$ cat src/shared/drive_io_pkg.sv
// Purpose: shared constants and carriers for start decode and output select
// Assumes: one 40 MHz clock, AXI4-Lite register access
// Notes: selection codes are decimal values held in 16-bit words
package drive_io_pkg;
  // ----------------------------------------
  // register map (byte addresses)
  // ----------------------------------------
  localparam logic [7:0] ADDR_PRI = 8'h00;
  localparam logic [7:0] ADDR_RLY = 8'h04;
  localparam logic [7:0] ADDR_AUX = 8'h08;
  localparam logic [7:0] ADDR_MODE = 8'h0C;
  localparam logic [7:0] ADDR_CTRL = 8'h10;
  localparam logic [7:0] ADDR_STAT = 8'h14;
  // ----------------------------------------
  // codes and reset values
  // ----------------------------------------
  localparam logic [15:0] PRI_RST = 16'h0000;
  localparam logic [15:0] RLY_RST = 16'h0063;
  localparam logic [15:0] AUX_RST = 16'h0050;
  localparam logic [15:0] MODE_RST = 16'h270F;
  localparam logic [15:0] CODE_NONE = 16'h270F;
  localparam logic [15:0] CODE_NEG = 16'h0064;
  localparam logic [15:0] CODE_MAX = 16'h00C7;
  localparam logic [15:0] CODE_PULSE = 16'h005D;
  localparam logic [15:0] MODE_TWO_MAX = 16'h0064;
  localparam logic [15:0] MODE_FR_MIN = 16'h03E8;
  localparam logic [15:0] MODE_FR_MAX = 16'h044C;
  localparam logic [15:0] MODE_FR_ALT = 16'h22B8;
  localparam logic [7:0] PCT_PRE = 8'h55;
  localparam logic [1:0] RESP_OK = 2'h0;
  localparam logic [1:0] RESP_ERR = 2'h2;
  localparam int CTRL_JOG = 0;
  localparam int CTRL_3W = 1;
  localparam int TERM_PRI = 0;
  localparam int TERM_RLY = 1;
  localparam int TERM_AUX = 2;
  // ----------------------------------------
  // types
  // ----------------------------------------
  typedef enum logic [1:0] {HOLD_IDLE, HOLD_FWD, HOLD_REV} hold_t;
  typedef struct packed {
    logic [15:0] out_freq, start_freq, set_freq, det_fwd, det_rev;
    logic [15:0] out_current, cur_level, cur_time;
    logic [15:0] out_power, zc_level, zc_time;
    logic [15:0] thermal, thermal_trip, regen_use, regen_duty;
    logic [15:0] hs_temp, hs_trip;
    logic dc_brake, stall_active, pid_mode, fb_low, fb_high, pid_fwd;
    logic fan_fault, pl_decel, pl_release, retry, fault, reset_done;
    logic safety_stop, avg_pulse;
    logic [7:0] misc;
  } status_t;
  typedef struct packed {
    logic running, at_speed_flag, stall_active_flag, freq_detect_flag;
    logic regen_brake_prealarm, thermal_prealarm, operation_ready_flag;
    logic current_detect_flag, zero_current_flag, feedback_low_flag;
    logic feedback_high_flag, pid_forward_flag, fan_fault, heatsink_prealarm;
    logic powerloss_decel_flag, retry_active_flag, fault_flag;
    logic safety_monitor, current_average_pulse;
    logic [7:0] misc;
  } flags_t;
endpackage

$ cat src/logic/start_decode_output_select.sv
// Purpose: start input decode, self-hold, and output terminal routing
// Assumes: all inputs synchronous to clk_in; status comes from motor control
// Notes: terminals refresh every cycle from the selected flag
//
// Operation
// - start mode picks two-wire or start/direction decode
// - jog with jog enabled ignores three-wire stop
// - shutoff stops output, keeps self-hold
// - three terminals, reset codes 0, 99, 80
// - codes 0-99 positive, 100-199 inverted
// - relay rejects pulse codes 93 and 193
// - 9999 is no function, aux rejects it
// - running when frequency at or above start
// - running off when stopped or DC braking
// - at-speed when output reaches set frequency
// - overload alarm while stall prevention active
// - frequency detect, separate reverse threshold
// - regen pre-alarm at 85 percent duty
// - thermal pre-alarm at 85 percent trip
// - ready after reset, while startable or running
// - current detect above level beyond time
// - zero current below level beyond time
// - PID low, high and forward flags
// - fan fault flag follows fan fault
// - heatsink pre-alarm near 85 percent
// - power-loss decel flag latched until release
// - retry flag during retry processing
// - fault flag until fault reset
//
// The implementer's own choices: the AXI4-Lite slave port and the register offsets.
`timescale 1ns/1ps
module start_decode_output_select
  import drive_io_pkg::*;
(
  input wire logic clk_in,
  input wire logic reset_n_in,
  input wire logic [7:0] s_axi_awaddr_in,
  input wire logic s_axi_awvalid_in,
  output logic s_axi_awready_out,
  input wire logic [31:0] s_axi_wdata_in,
  input wire logic [3:0] s_axi_wstrb_in,
  input wire logic s_axi_wvalid_in,
  output logic s_axi_wready_out,
  output logic [1:0] s_axi_bresp_out,
  output logic s_axi_bvalid_out,
  input wire logic s_axi_bready_in,
  input wire logic [7:0] s_axi_araddr_in,
  input wire logic s_axi_arvalid_in,
  output logic s_axi_arready_out,
  output logic [31:0] s_axi_rdata_out,
  output logic [1:0] s_axi_rresp_out,
  output logic s_axi_rvalid_out,
  input wire logic s_axi_rready_in,
  input wire logic forward_start_input_in,
  input wire logic reverse_start_input_in,
  input wire logic stop_input_in,
  input wire logic jog_input_in,
  input wire logic output_shutoff_input_in,
  input wire status_t status_in,
  output logic run_fwd_out,
  output logic run_rev_out,
  output logic primary_oc_out,
  output logic relay_out,
  output logic aux_oc_out
);
  // ----------------------------------------
  // helpers
  // ----------------------------------------
  // true when the base code (0-99) names a routable flag
  function automatic logic base_known(input logic [15:0] b);
    case (b)
      16'h0000, 16'h0001, 16'h0003, 16'h0004, 16'h0007, 16'h0008,
      16'h000B, 16'h000C, 16'h000D, 16'h000E, 16'h000F, 16'h0010,
      16'h0019, 16'h001A, 16'h002E, 16'h002F, 16'h0040, 16'h0046,
      16'h0050, 16'h0051, 16'h005A, 16'h005B, 16'h005D, 16'h005F,
      16'h0060, 16'h0062, 16'h0063: base_known = 1'b1;
      default: base_known = 1'b0;
    endcase
  endfunction

  function automatic logic [15:0] base_of(input logic [15:0] c);
    base_of = (c >= CODE_NEG) ? c - CODE_NEG : c;
  endfunction

  // permitted set per terminal
  function automatic logic code_ok(input logic [15:0] c, input int t);
    logic [15:0] b;
    b = base_of(c);
    if (c == CODE_NONE) begin
      code_ok = (t != TERM_AUX);
    end else if (c > CODE_MAX) begin
      code_ok = 1'b0;
    end else if (b == CODE_PULSE) begin
      code_ok = (t != TERM_RLY);
    end else begin
      code_ok = base_known(b);
    end
  endfunction

  // selected flag with polarity; no-function drives off
  function automatic logic term_level(input logic [15:0] c, input flags_t f);
    logic v;
    v = 1'b0;
    case (base_of(c))
      16'h0000: v = f.running;
      16'h0001: v = f.at_speed_flag;
      16'h0003: v = f.stall_active_flag;
      16'h0004: v = f.freq_detect_flag;
      16'h0007: v = f.regen_brake_prealarm;
      16'h0008: v = f.thermal_prealarm;
      16'h000B: v = f.operation_ready_flag;
      16'h000C: v = f.current_detect_flag;
      16'h000D: v = f.zero_current_flag;
      16'h000E: v = f.feedback_low_flag;
      16'h000F: v = f.feedback_high_flag;
      16'h0010: v = f.pid_forward_flag;
      16'h0019: v = f.fan_fault;
      16'h001A: v = f.heatsink_prealarm;
      16'h002E: v = f.powerloss_decel_flag;
      16'h002F: v = f.misc[0];
      16'h0040: v = f.retry_active_flag;
      16'h0046: v = f.misc[1];
      16'h0050: v = f.safety_monitor;
      16'h0051: v = f.misc[2];
      16'h005A: v = f.misc[3];
      16'h005B: v = f.misc[4];
      16'h005D: v = f.current_average_pulse;
      16'h005F: v = f.misc[5];
      16'h0060: v = f.misc[6];
      16'h0062: v = f.misc[7];
      16'h0063: v = f.fault_flag;
      default: v = 1'b0;
    endcase
    if (c == CODE_NONE || c > CODE_MAX) begin
      term_level = 1'b0;
    end else begin
      term_level = (c >= CODE_NEG) ? ~v : v;
    end
  endfunction

  // value reached pct percent of limit, without division
  function automatic logic pct_ge(input logic [15:0] v, input logic [15:0] lim);
    pct_ge = (32'(v) * 32'h0000_0064) >= (32'(lim) * 32'(PCT_PRE));
  endfunction

  // counter that saturates instead of wrapping
  function automatic logic [15:0] sat_inc(input logic [15:0] n, input logic en);
    sat_inc = !en ? 16'h0000 : (n == 16'hFFFF) ? n : n + 16'h0001;
  endfunction

  // ----------------------------------------
  // state
  // ----------------------------------------
  typedef struct packed {
    logic [15:0] sel_pri, sel_rly, sel_aux, mode;
    logic [1:0] ctrl;
    hold_t hold;
    logic [15:0] cur_cnt, zc_cnt;
    logic pl_latch;
    logic run_fwd, run_rev;
    logic [2:0] term;
    logic aw_got, w_got;
    logic [7:0] aw_addr;
    logic [31:0] w_data;
    logic [3:0] w_strb;
    logic bvalid, rvalid;
    logic [1:0] bresp, rresp;
    logic [31:0] rdata;
  } state_t;

  state_t st_r;
  state_t st_nxt;
  flags_t fl;
  logic two_wire;
  logic fr_mode;
  logic dec_fwd;
  logic dec_rev;
  logic cmd_fwd;
  logic cmd_rev;
  logic three_wire;
  logic stop_ignored;
  logic wr_fire;
  logic [7:0] wa;
  logic [31:0] old_w;
  logic [31:0] mrg;

  // ----------------------------------------
  // start decode
  // ----------------------------------------
  // unknown mode values decode as stop in both columns
  always_comb begin
    two_wire = (st_r.mode <= MODE_TWO_MAX) || (st_r.mode == MODE_RST);
    fr_mode = ((st_r.mode >= MODE_FR_MIN) && (st_r.mode <= MODE_FR_MAX))
              || (st_r.mode == MODE_FR_ALT);
    dec_fwd = forward_start_input_in && !reverse_start_input_in
              && (two_wire || fr_mode);
    dec_rev = two_wire ? (reverse_start_input_in && !forward_start_input_in)
              : (fr_mode && forward_start_input_in && reverse_start_input_in);
    three_wire = st_r.ctrl[CTRL_3W];
    stop_ignored = jog_input_in && st_r.ctrl[CTRL_JOG];
  end

  // ----------------------------------------
  // flag generation
  // ----------------------------------------
  always_comb begin
    fl = '0;
    fl.running = (status_in.out_freq >= status_in.start_freq)
                 && (st_r.run_fwd || st_r.run_rev)
                 && !status_in.dc_brake;
    fl.at_speed_flag = (st_r.run_fwd || st_r.run_rev)
                       && (status_in.out_freq >= status_in.set_freq);
    fl.stall_active_flag = status_in.stall_active;
    // reverse threshold of zero falls back to forward one
    fl.freq_detect_flag = (st_r.run_rev && status_in.det_rev != 16'h0000)
                          ? (status_in.out_freq >= status_in.det_rev)
                          : (status_in.out_freq >= status_in.det_fwd);
    fl.regen_brake_prealarm = pct_ge(status_in.regen_use, status_in.regen_duty);
    fl.thermal_prealarm = pct_ge(status_in.thermal, status_in.thermal_trip);
    fl.operation_ready_flag = status_in.reset_done && !status_in.fault
                              && !output_shutoff_input_in;
    fl.current_detect_flag = st_r.cur_cnt > status_in.cur_time;
    fl.zero_current_flag = st_r.zc_cnt > status_in.zc_time;
    fl.feedback_low_flag = status_in.pid_mode && status_in.fb_low;
    fl.feedback_high_flag = status_in.pid_mode && status_in.fb_high;
    fl.pid_forward_flag = status_in.pid_mode && status_in.pid_fwd;
    fl.fan_fault = status_in.fan_fault;
    fl.heatsink_prealarm = pct_ge(status_in.hs_temp, status_in.hs_trip);
    fl.powerloss_decel_flag = st_r.pl_latch;
    fl.retry_active_flag = status_in.retry;
    fl.fault_flag = status_in.fault;
    fl.safety_monitor = status_in.safety_stop;
    fl.current_average_pulse = status_in.avg_pulse;
    fl.misc = status_in.misc;
  end

  // ----------------------------------------
  // bus handshakes
  // ----------------------------------------
  // new requests wait while a response is still pending
  assign s_axi_awready_out = !st_r.aw_got && !st_r.bvalid;
  assign s_axi_wready_out = !st_r.w_got && !st_r.bvalid;
  assign s_axi_arready_out = !st_r.rvalid;
  assign s_axi_bvalid_out = st_r.bvalid;
  assign s_axi_bresp_out = st_r.bresp;
  assign s_axi_rvalid_out = st_r.rvalid;
  assign s_axi_rresp_out = st_r.rresp;
  assign s_axi_rdata_out = st_r.rdata;
  assign run_fwd_out = st_r.run_fwd;
  assign run_rev_out = st_r.run_rev;
  assign primary_oc_out = st_r.term[TERM_PRI];
  assign relay_out = st_r.term[TERM_RLY];
  assign aux_oc_out = st_r.term[TERM_AUX];

  // ----------------------------------------
  // next state
  // ----------------------------------------
  always_comb begin
    st_nxt = st_r;
    cmd_fwd = 1'b0;
    cmd_rev = 1'b0;
    // self-hold: a start pulse latches while stop is on
    if (!three_wire) begin
      st_nxt.hold = HOLD_IDLE;
    end else if (!stop_input_in && !stop_ignored) begin
      st_nxt.hold = HOLD_IDLE;
    end else if (stop_input_in && dec_fwd) begin
      st_nxt.hold = HOLD_FWD;
    end else if (stop_input_in && dec_rev) begin
      st_nxt.hold = HOLD_REV;
    end
    case (st_r.hold)
      HOLD_FWD: cmd_fwd = 1'b1;
      HOLD_REV: cmd_rev = 1'b1;
      default: begin
        cmd_fwd = dec_fwd;
        cmd_rev = dec_rev;
      end
    endcase
    // shutoff gates the drive only; the hold survives it
    st_nxt.run_fwd = cmd_fwd && !output_shutoff_input_in;
    st_nxt.run_rev = cmd_rev && !output_shutoff_input_in;
    // detection timers
    st_nxt.cur_cnt = sat_inc(st_r.cur_cnt,
                             status_in.out_current > status_in.cur_level);
    st_nxt.zc_cnt = sat_inc(st_r.zc_cnt,
                            status_in.out_power < status_in.zc_level);
    // set wins over release in the same cycle
    if (status_in.pl_decel) begin
      st_nxt.pl_latch = 1'b1;
    end else if (status_in.pl_release) begin
      st_nxt.pl_latch = 1'b0;
    end
    // no filtering: one register stage per terminal
    st_nxt.term[TERM_PRI] = term_level(st_r.sel_pri, fl);
    st_nxt.term[TERM_RLY] = term_level(st_r.sel_rly, fl);
    st_nxt.term[TERM_AUX] = term_level(st_r.sel_aux, fl);
    // write channel capture
    if (s_axi_awvalid_in && s_axi_awready_out) begin
      st_nxt.aw_got = 1'b1;
      st_nxt.aw_addr = s_axi_awaddr_in;
    end
    if (s_axi_wvalid_in && s_axi_wready_out) begin
      st_nxt.w_got = 1'b1;
      st_nxt.w_data = s_axi_wdata_in;
      st_nxt.w_strb = s_axi_wstrb_in;
    end
    wr_fire = st_r.aw_got && st_r.w_got && !st_r.bvalid;
    wa = {st_r.aw_addr[7:2], 2'b00};
    case (wa)
      ADDR_PRI: old_w = {16'h0000, st_r.sel_pri};
      ADDR_RLY: old_w = {16'h0000, st_r.sel_rly};
      ADDR_AUX: old_w = {16'h0000, st_r.sel_aux};
      ADDR_MODE: old_w = {16'h0000, st_r.mode};
      default: old_w = {30'h0000_0000, st_r.ctrl};
    endcase
    for (int i = 0; i < 4; i++) begin
      mrg[i*8 +: 8] = st_r.w_strb[i] ? st_r.w_data[i*8 +: 8] : old_w[i*8 +: 8];
    end
    if (wr_fire) begin
      st_nxt.aw_got = 1'b0;
      st_nxt.w_got = 1'b0;
      st_nxt.bvalid = 1'b1;
      st_nxt.bresp = RESP_ERR;
      case (wa)
        ADDR_PRI: if (code_ok(mrg[15:0], TERM_PRI)) begin
          st_nxt.sel_pri = mrg[15:0];
          st_nxt.bresp = RESP_OK;
        end
        ADDR_RLY: if (code_ok(mrg[15:0], TERM_RLY)) begin
          st_nxt.sel_rly = mrg[15:0];
          st_nxt.bresp = RESP_OK;
        end
        ADDR_AUX: if (code_ok(mrg[15:0], TERM_AUX)) begin
          st_nxt.sel_aux = mrg[15:0];
          st_nxt.bresp = RESP_OK;
        end
        ADDR_MODE: if (mrg[15:0] <= MODE_TWO_MAX || mrg[15:0] == MODE_RST
                       || mrg[15:0] == MODE_FR_ALT
                       || (mrg[15:0] >= MODE_FR_MIN && mrg[15:0] <= MODE_FR_MAX)) begin
          st_nxt.mode = mrg[15:0];
          st_nxt.bresp = RESP_OK;
        end
        ADDR_CTRL: begin
          st_nxt.ctrl = mrg[1:0];
          st_nxt.bresp = RESP_OK;
        end
        default: st_nxt.bresp = RESP_ERR;
      endcase
    end
    if (st_r.bvalid && s_axi_bready_in) begin
      st_nxt.bvalid = 1'b0;
    end
    // read channel: answer one cycle after the address
    if (st_r.rvalid && s_axi_rready_in) begin
      st_nxt.rvalid = 1'b0;
    end
    if (s_axi_arvalid_in && s_axi_arready_out) begin
      st_nxt.rvalid = 1'b1;
      st_nxt.rresp = RESP_OK;
      case ({s_axi_araddr_in[7:2], 2'b00})
        ADDR_PRI: st_nxt.rdata = {16'h0000, st_r.sel_pri};
        ADDR_RLY: st_nxt.rdata = {16'h0000, st_r.sel_rly};
        ADDR_AUX: st_nxt.rdata = {16'h0000, st_r.sel_aux};
        ADDR_MODE: st_nxt.rdata = {16'h0000, st_r.mode};
        ADDR_CTRL: st_nxt.rdata = {30'h0000_0000, st_r.ctrl};
        ADDR_STAT: st_nxt.rdata = {24'h00_0000, st_r.pl_latch, st_r.term,
                                   st_r.hold, st_r.run_rev, st_r.run_fwd};
        default: begin
          st_nxt.rdata = 32'h0000_0000;
          st_nxt.rresp = RESP_ERR;
        end
      endcase
    end
  end

  // ----------------------------------------
  // register
  // ----------------------------------------
  always_ff @(posedge clk_in) begin
    if (!reset_n_in) begin
      st_r <= '0;
      st_r.sel_pri <= PRI_RST;
      st_r.sel_rly <= RLY_RST;
      st_r.sel_aux <= AUX_RST;
      st_r.mode <= MODE_RST;
      st_r.hold <= HOLD_IDLE;
    end else begin
      st_r <= st_nxt;
    end
  end
endmodule

$ cat config.mk
export PLATFORM = sky130hd
export DESIGN_NAME = start_decode_output_select
export DESIGN_NICKNAME = d
export VERILOG_FILES = /design/src/shared/drive_io_pkg.sv /design/src/logic/start_decode_output_select.sv
export SDC_FILE = /design/constraint.sdc
export NUM_CORES = 1
export LEC_CHECK = 0
export BUFFER_PORTS_ARGS = -buffer_cell sky130_fd_sc_hd__buf_2
export CAP_MARGIN = 20
export CELL_PAD_IN_SITES_DETAIL_PLACEMENT = 1
export CELL_PAD_IN_SITES_GLOBAL_PLACEMENT = 2
export CORE_UTILIZATION = 35
export CTS_CLUSTER_SIZE = 24
export DETAILED_ROUTE_END_ITERATION = 8
export PLACE_DENSITY_LB_ADDON = 0.3
export SETUP_SLACK_MARGIN = 0.5
export SLEW_MARGIN = 20
export SYNTH_ARGS = -nofsm -noshare
export SYNTH_HDL_FRONTEND = slang
export SYNTH_SLANG_ARGS = --single-unit
$ cat constraint.sdc
create_clock -name clk_in -period 8.8 [get_ports clk_in]
set_input_delay 1.32 -clock clk_in [delete_from_list [all_inputs] [get_ports clk_in]]
set_output_delay 1.32 -clock clk_in [all_outputs]
set_load 0.05 [all_outputs]
Word-level counts from Yosys, hierarchy flattened
Memories as Yosys holds them, arrays and structs flattened.
Cells that the tools add are included.
- memories: 3
- input bits: 358
- logic and storage cells: 294
- ROM bits: 384
- output and inout port bits: 46
- flip-flop bits (word level): 172
- reduce and logical (&&, ||, !) cells: 77
- mux-type cells: 48
- $mul: 6
- add/sub/neg operators: 6
- $lt $le $gt $ge: 25
- bitwise operators: 5
- eq/ne operators: 99
- memory list (memory ; words ; bits a word ; rd ports ; clocked after memory_dff ; write ports ; RTL line ; text):
    (no name shown) ; 128 ; 1 ; 1 ; 0 ; 0 ; start_decode_output_select.sv:71 ; case (b)
    (no name shown) ; 128 ; 1 ; 1 ; 0 ; 0 ; start_decode_output_select.sv:71 ;
    (no name shown) ; 128 ; 1 ; 1 ; 0 ; 0 ; start_decode_output_select.sv:71 ;
- operator list (cell ; count):
    $eq A16 B7 Y1 const B ; 34
    $eq A16 B4 Y1 const B ; 18
    $eq A16 B5 Y1 const B ; 9
    $eq A16 B14 Y1 const B ; 7
    $eq A16 B3 Y1 const B ; 6
    $eq A16 B6 Y1 const B ; 6
    $pmux W16 S6 ; 1
    $pmux W1 S27 ; 3
    $ge A23 B23 Y1 ; 3
    $mul A16 B7 Y23 const B ; 3
    $ge A16 B16 Y1 ; 4
    $ge A16 B7 Y1 const B ; 4
    $gt A16 B8 Y1 const B ; 4
    $mux W16 ; 4
    $pmux W16 S4 ; 1
    $sub A16 B7 Y16 const B ; 4
    $mul A16 B5 Y21 const B ; 3
    $eq A16 B1 Y1 const B ; 3
    $eq A16 B2 Y1 const B ; 3
    $gt A16 B16 Y1 ; 3
    $logic_not A16 Y1 ; 3
    $add A16 B1 Y16 const B ; 2
    $eq A16 B16 Y1 const B ; 2
    $ge A16 B10 Y1 const B ; 2
    27 further kinds ; 134

Depth between registers and ports, before layout
- depth after elaboration: 14
- gate-level depth with buffers: 31

Worst setup path after synthesis
OpenSTA, ideal clock, no wires.
- kind: input -> register
- start: in status_in[55] (netlist bit)
- end: reg st_r (netlist bit aux_oc_out)
- path slack: 1610 ps
- stages on the path: 29
- buffers on the path: 0
- library setup time: 91 ps
- arrival: 7099 ps
- cell sequence: ha_1 > inv_1 > fa_1 > inv_1 > ha_1 > inv_1 > fa_1 > inv_1 > ha_1 > a21oi_1 > o21ai_0 > o41ai_1 > o2111ai_1 > a31oi_1 > o21bai_1 > a21oi_1 > a21oi_1 > xnor2_1 > ha_1 > nand4_1 > nor2_1 > a31oi_1 > a21oi_1 > nor4bb_1 > o22ai_1 > and4b_1 > a2111oi_0 > xnor2_1 > a311oi_1
- word-level cells in the longest chain between the ends: 5
- RTL lines (what ; RTL line ; text):
    start: declaration ; start_decode_output_select.sv:59 ; input wire status_t status_in,
    $mul A16 B7 Y23 * ; start_decode_output_select.sv:143 ; pct_ge = (32'(v) * 32'h0000_0064) >= (32'(lim) * 32'(PCT_PRE));
    $ge A23 B23 Y1 * ; start_decode_output_select.sv:143 ;
    $pmux W1 S27 * ; start_decode_output_select.sv:104 ; case (base_of(c))
    $not A1 Y1 ; start_decode_output_select.sv:137 ; term_level = (c >= CODE_NEG) ? ~v : v;
    $mux W1 * ; start_decode_output_select.sv:137 ;
    end signal: assignment ; start_decode_output_select.sv:389 ; st_r <= st_nxt;
    end: declaration ; start_decode_output_select.sv:171 ; state_t st_r;
Mark *: on every way between the ends. The rest lies on a longest branch, timed or not.
A chain may end at the register's enable or synchronous reset.

Worst setup path after layout
- start: in status_in[89] (netlist bit)
- end: reg st_r (netlist bit primary_oc_out)
Same word-level chain as after synthesis.

==> results_dict.tcl <==
set metrics [dict create \
    final_layout_size_suffix_gt1_share_pct 14.0 \
    die_area_mm2 0.0737 \
    path_class "in2reg" \
    ios 404 \
    cts.sinks 152 \
    syn_inst 3193 \
    start_util_pct 35.5 \
    clock_skew_ns 0.0170 \
    intPower_mw 2.40 \
    synth_top_family_by_area "adder cells" \
    power.density_mw_per_mm2 156 \
    synth_seq_cells 152 \
    r2r_start "st_r[78]" \
    synth_common_cells "535 x ha_1, 509 x inv_1, 222 x nand2_1" \
    post-route-min-period_ns 7.63 \
    maxSlewHeadroom_pct 27.3 \
    ir_drop_mv 0.134 \
    synth_cell_types 99 \
    hold_viol_final 0 \
    synth_edf_count 0 \
    grt_max_degree 81 \
    fin_ws_ns 1.17 \
    nNetsFinal 4479 \
    synth_area_mm2 0.0254 \
    ant_nets 0 \
    grt_pass1_vias 25300 \
    synth_adder_area_share_pct 34.6 \
    arrival_ns 8.04 \
    ys_warn_count 0 \
    grt_pass1_wl_um 131000 \
    max_clock_freq_mhz 131 \
    power.switching_mw 2.07 \
    vias 23900 \
    min_path_cells 2 \
    yosysTopAreaCellShare_pct 26.3 \
    p_seq_share_pct 16.1 \
    timing.setup.tns_ns 0 \
    synthFlopType "dfxtp_1" \
    rr_worst_depth 16 \
    areaGrowthSynthToFinish_pct 12.7 \
    synthArstFlopShare_pct 0 \
    design_area_mm2 0.0286 \
    rrSetupSlack_ns 2.82 \
    fin_util_pct 40.0 \
    wl_per_cell_um 18.4 \
    clockRootBuffer "clkbuf_16" \
    synth-seq-area-share_pct 12.0 \
    fp.coreArea_mm2 0.0716 \
    max_stage_delay_ns 0.53 \
    synth_simple_gate_area_share_pct 17.4 \
    hold_path_end "st_r[42]" \
    dpl-instance-area_mm2 0.0280 \
    swShare_pct 46.2 \
    grt-ovfl-total 0 \
    die_x_um 271 \
    max-cap-violations 0 \
    grt.total_usage_pct 22.0 \
    wl_um 82000 \
    multiInputGateArea_mm2 0.0199 \
    start_kind "input pin" \
    clock_power_share_pct 17.5 \
    p_comb_share_pct 66.4 \
    critical_path.max_fanout 4 \
    synthMuxAreaShare_pct 3.07 \
    cts_hold_buffers 0 \
    worstHoldStart "st_r[42]" \
    finalCritPeriodShare_pct 86.7 \
    rr_endpoint "st_r[183]" \
    dp_hpwl_um 69800 \
    drt_pass1_iterations 6 \
    worst_pin_slew_ns 1.09 \
    leakage_nw 14.8 \
    cts_setup_buffers 0 \
    clk_pin_slew_ns 0.08 \
    synth-compound-area-share_pct 18.7 \
    worstPathRequired_ns 9.21 \
    cts_repair_resize_count 0 \
    synth.area.top_cells "ha_1 26%, dfxtp_1 12%, fa_1 8.3%, inv_1 7.5%, a21oi_1 3.4%" \
    viasPerCell 5.37 \
    n_fill_cell 8855 \
    row_count 98 \
    die_h_um 271 \
    cp-end-kind "flop" \
    cts_buffer_depth 2 \
    finalSetupViolations 0 \
    rsz0062_at_grt "no" \
    syn_avg_cell_area_um2 7.96 \
    drc_errors 0 \
    cts_tree "yes" \
    hp-class "reg2reg" \
    synthXorXnorAreaFrac_pct 4.14 \
    dpl_worst_slack_ns 0.544 \
    portBuffers 363 \
    maxSlewViolCount 0 \
    crit_slowest_cell "o41ai_1" \
    gp_congestion 0.941 \
    cts_buffers 17 \
    antenna_found_initial 10 \
    yosysTopAreaCell "ha_1" \
    outcome "finished clean" \
    clk_latency_ns 0.50 \
    drtIter0Drc 1227 \
    regArea_mm2 0.00304 \
    cts_max_level 4 \
    synth.most_common_cell "ha_1" \
]
-- logic make-up after synthesis --
family	after synthesis
compound gates	692
flops	152
buf+inv	639
other cells	1
xor+xnor	120
fa+ha+maj	640
simple gates	876
mux	73
-- per-stage QoR --
step / instances / hold slack, ns / power [mW]
6_report: 4447 / 0.463 / 4.47
4_1_cts: 4444 / 0.465 / 4.56
3_3_place_gp: 4412 / 0.450 / 3.60
2_1_floorplan: 3210 / 0.436 / 2.97
3_5_place_dp: 4412 / 0.454 / 3.74
5_1_grt: 4446 / 0.494 / 4.99
-- worst max-delay path by stage --
stage	cells past startpoint	slack (ns)	start	endpoint
after floorplan	29	1.61	status_in[55]	aux_oc_out
after CTS	31	1.06	status_in[57]	aux_oc_out
after global placement	31	0.67	status_in[57]	aux_oc_out
final	29	1.17	status_in[89]	primary_oc_out
after global routing	29	0.59	status_in[25]	primary_oc_out
after detailed placement	31	0.54	status_in[57]	aux_oc_out
-- per-layer routing --
metal	share of wire, %	global-route usage [%]	vias to the layer above
met5	0.11	0	-
met4	1.7	5.22	14
met3	3.6	2.91	87
met2	51	40.5	410
met1	44	26.7	11700
li1	-	-	11700
-- power by group through the flow --
stage                     clock (mW)  sequential (mW)  combinational (mW)
final                          0.781            0.721                2.97
after global routing           0.828            0.723                3.43
after CTS                      0.805            0.721                3.03
after detailed placement           0            0.737                3.00
after global placement             0            0.737                2.87
after floorplan                    0            0.731                2.24
-- registers in the layout, summed over array words and instances, names as in the netlist --
signal / count
fl: 1
s_axi_rvalid_out: 1
relay_out: 1
s_axi_rdata_out: 16
st_r: 126
primary_oc_out: 1
s_axi_bresp_out: 1
aux_oc_out: 1
s_axi_bvalid_out: 1
run_rev_out: 1
run_fwd_out: 1
s_axi_rresp_out: 1
-- critical path, delay by kind of cell --
kind / cells / cell delay (ns)
compound gates: 15 / 3.64
fa+ha+maj: 6 / 2.18
xor+xnor: 2 / 0.35
simple gates: 1 / 0.15
buf+inv: 5 / 0.38
-- cell type report --
| class | count | share of cell area (%) |
|---|---|---|
| Antenna cell | 3 | 0.0262 |
| Sequential cell | 152 | 10.6 |
| Tap cell | 950 | 4.15 |
| Inverter | 511 | 6.70 |
| Timing Repair Buffer | 380 | 6.79 |
| Clock inverter | 15 | 0.695 |
| Multi-Input combinational cell | 2419 | 69.5 |
| Clock buffer | 17 | 1.49 |
-- cells in the final DEF (no fill, tap or decap), types with 14 or more instances in the layout --
cell       count
and3_1        62
mux2_2        16
ha_1         535
mux2i_1       52
or3_1         19
dfxtp_1      152
xnor2_1       68
a31oi_1       30
conb_1        18
nor4_1        16
a222oi_1      14
nand2b_1      43
clkbuf_16     17
o211ai_1      17
or2_2         17
nand2_1      222
buf_2        363
buf_4         17
inv_1        509
o21ai_0      133
fa_1         105
o21a_1        30
a211oi_1      18
xor2_1        52
nor2_1       196
a21boi_0      28
a21o_1        51
o31ai_1       16
nor3_1        51
nor2b_1       65
and2_1        20
a21oi_1      172
nand4_1       44
nand3_1       77
Power figures use the tool's default switching activity.
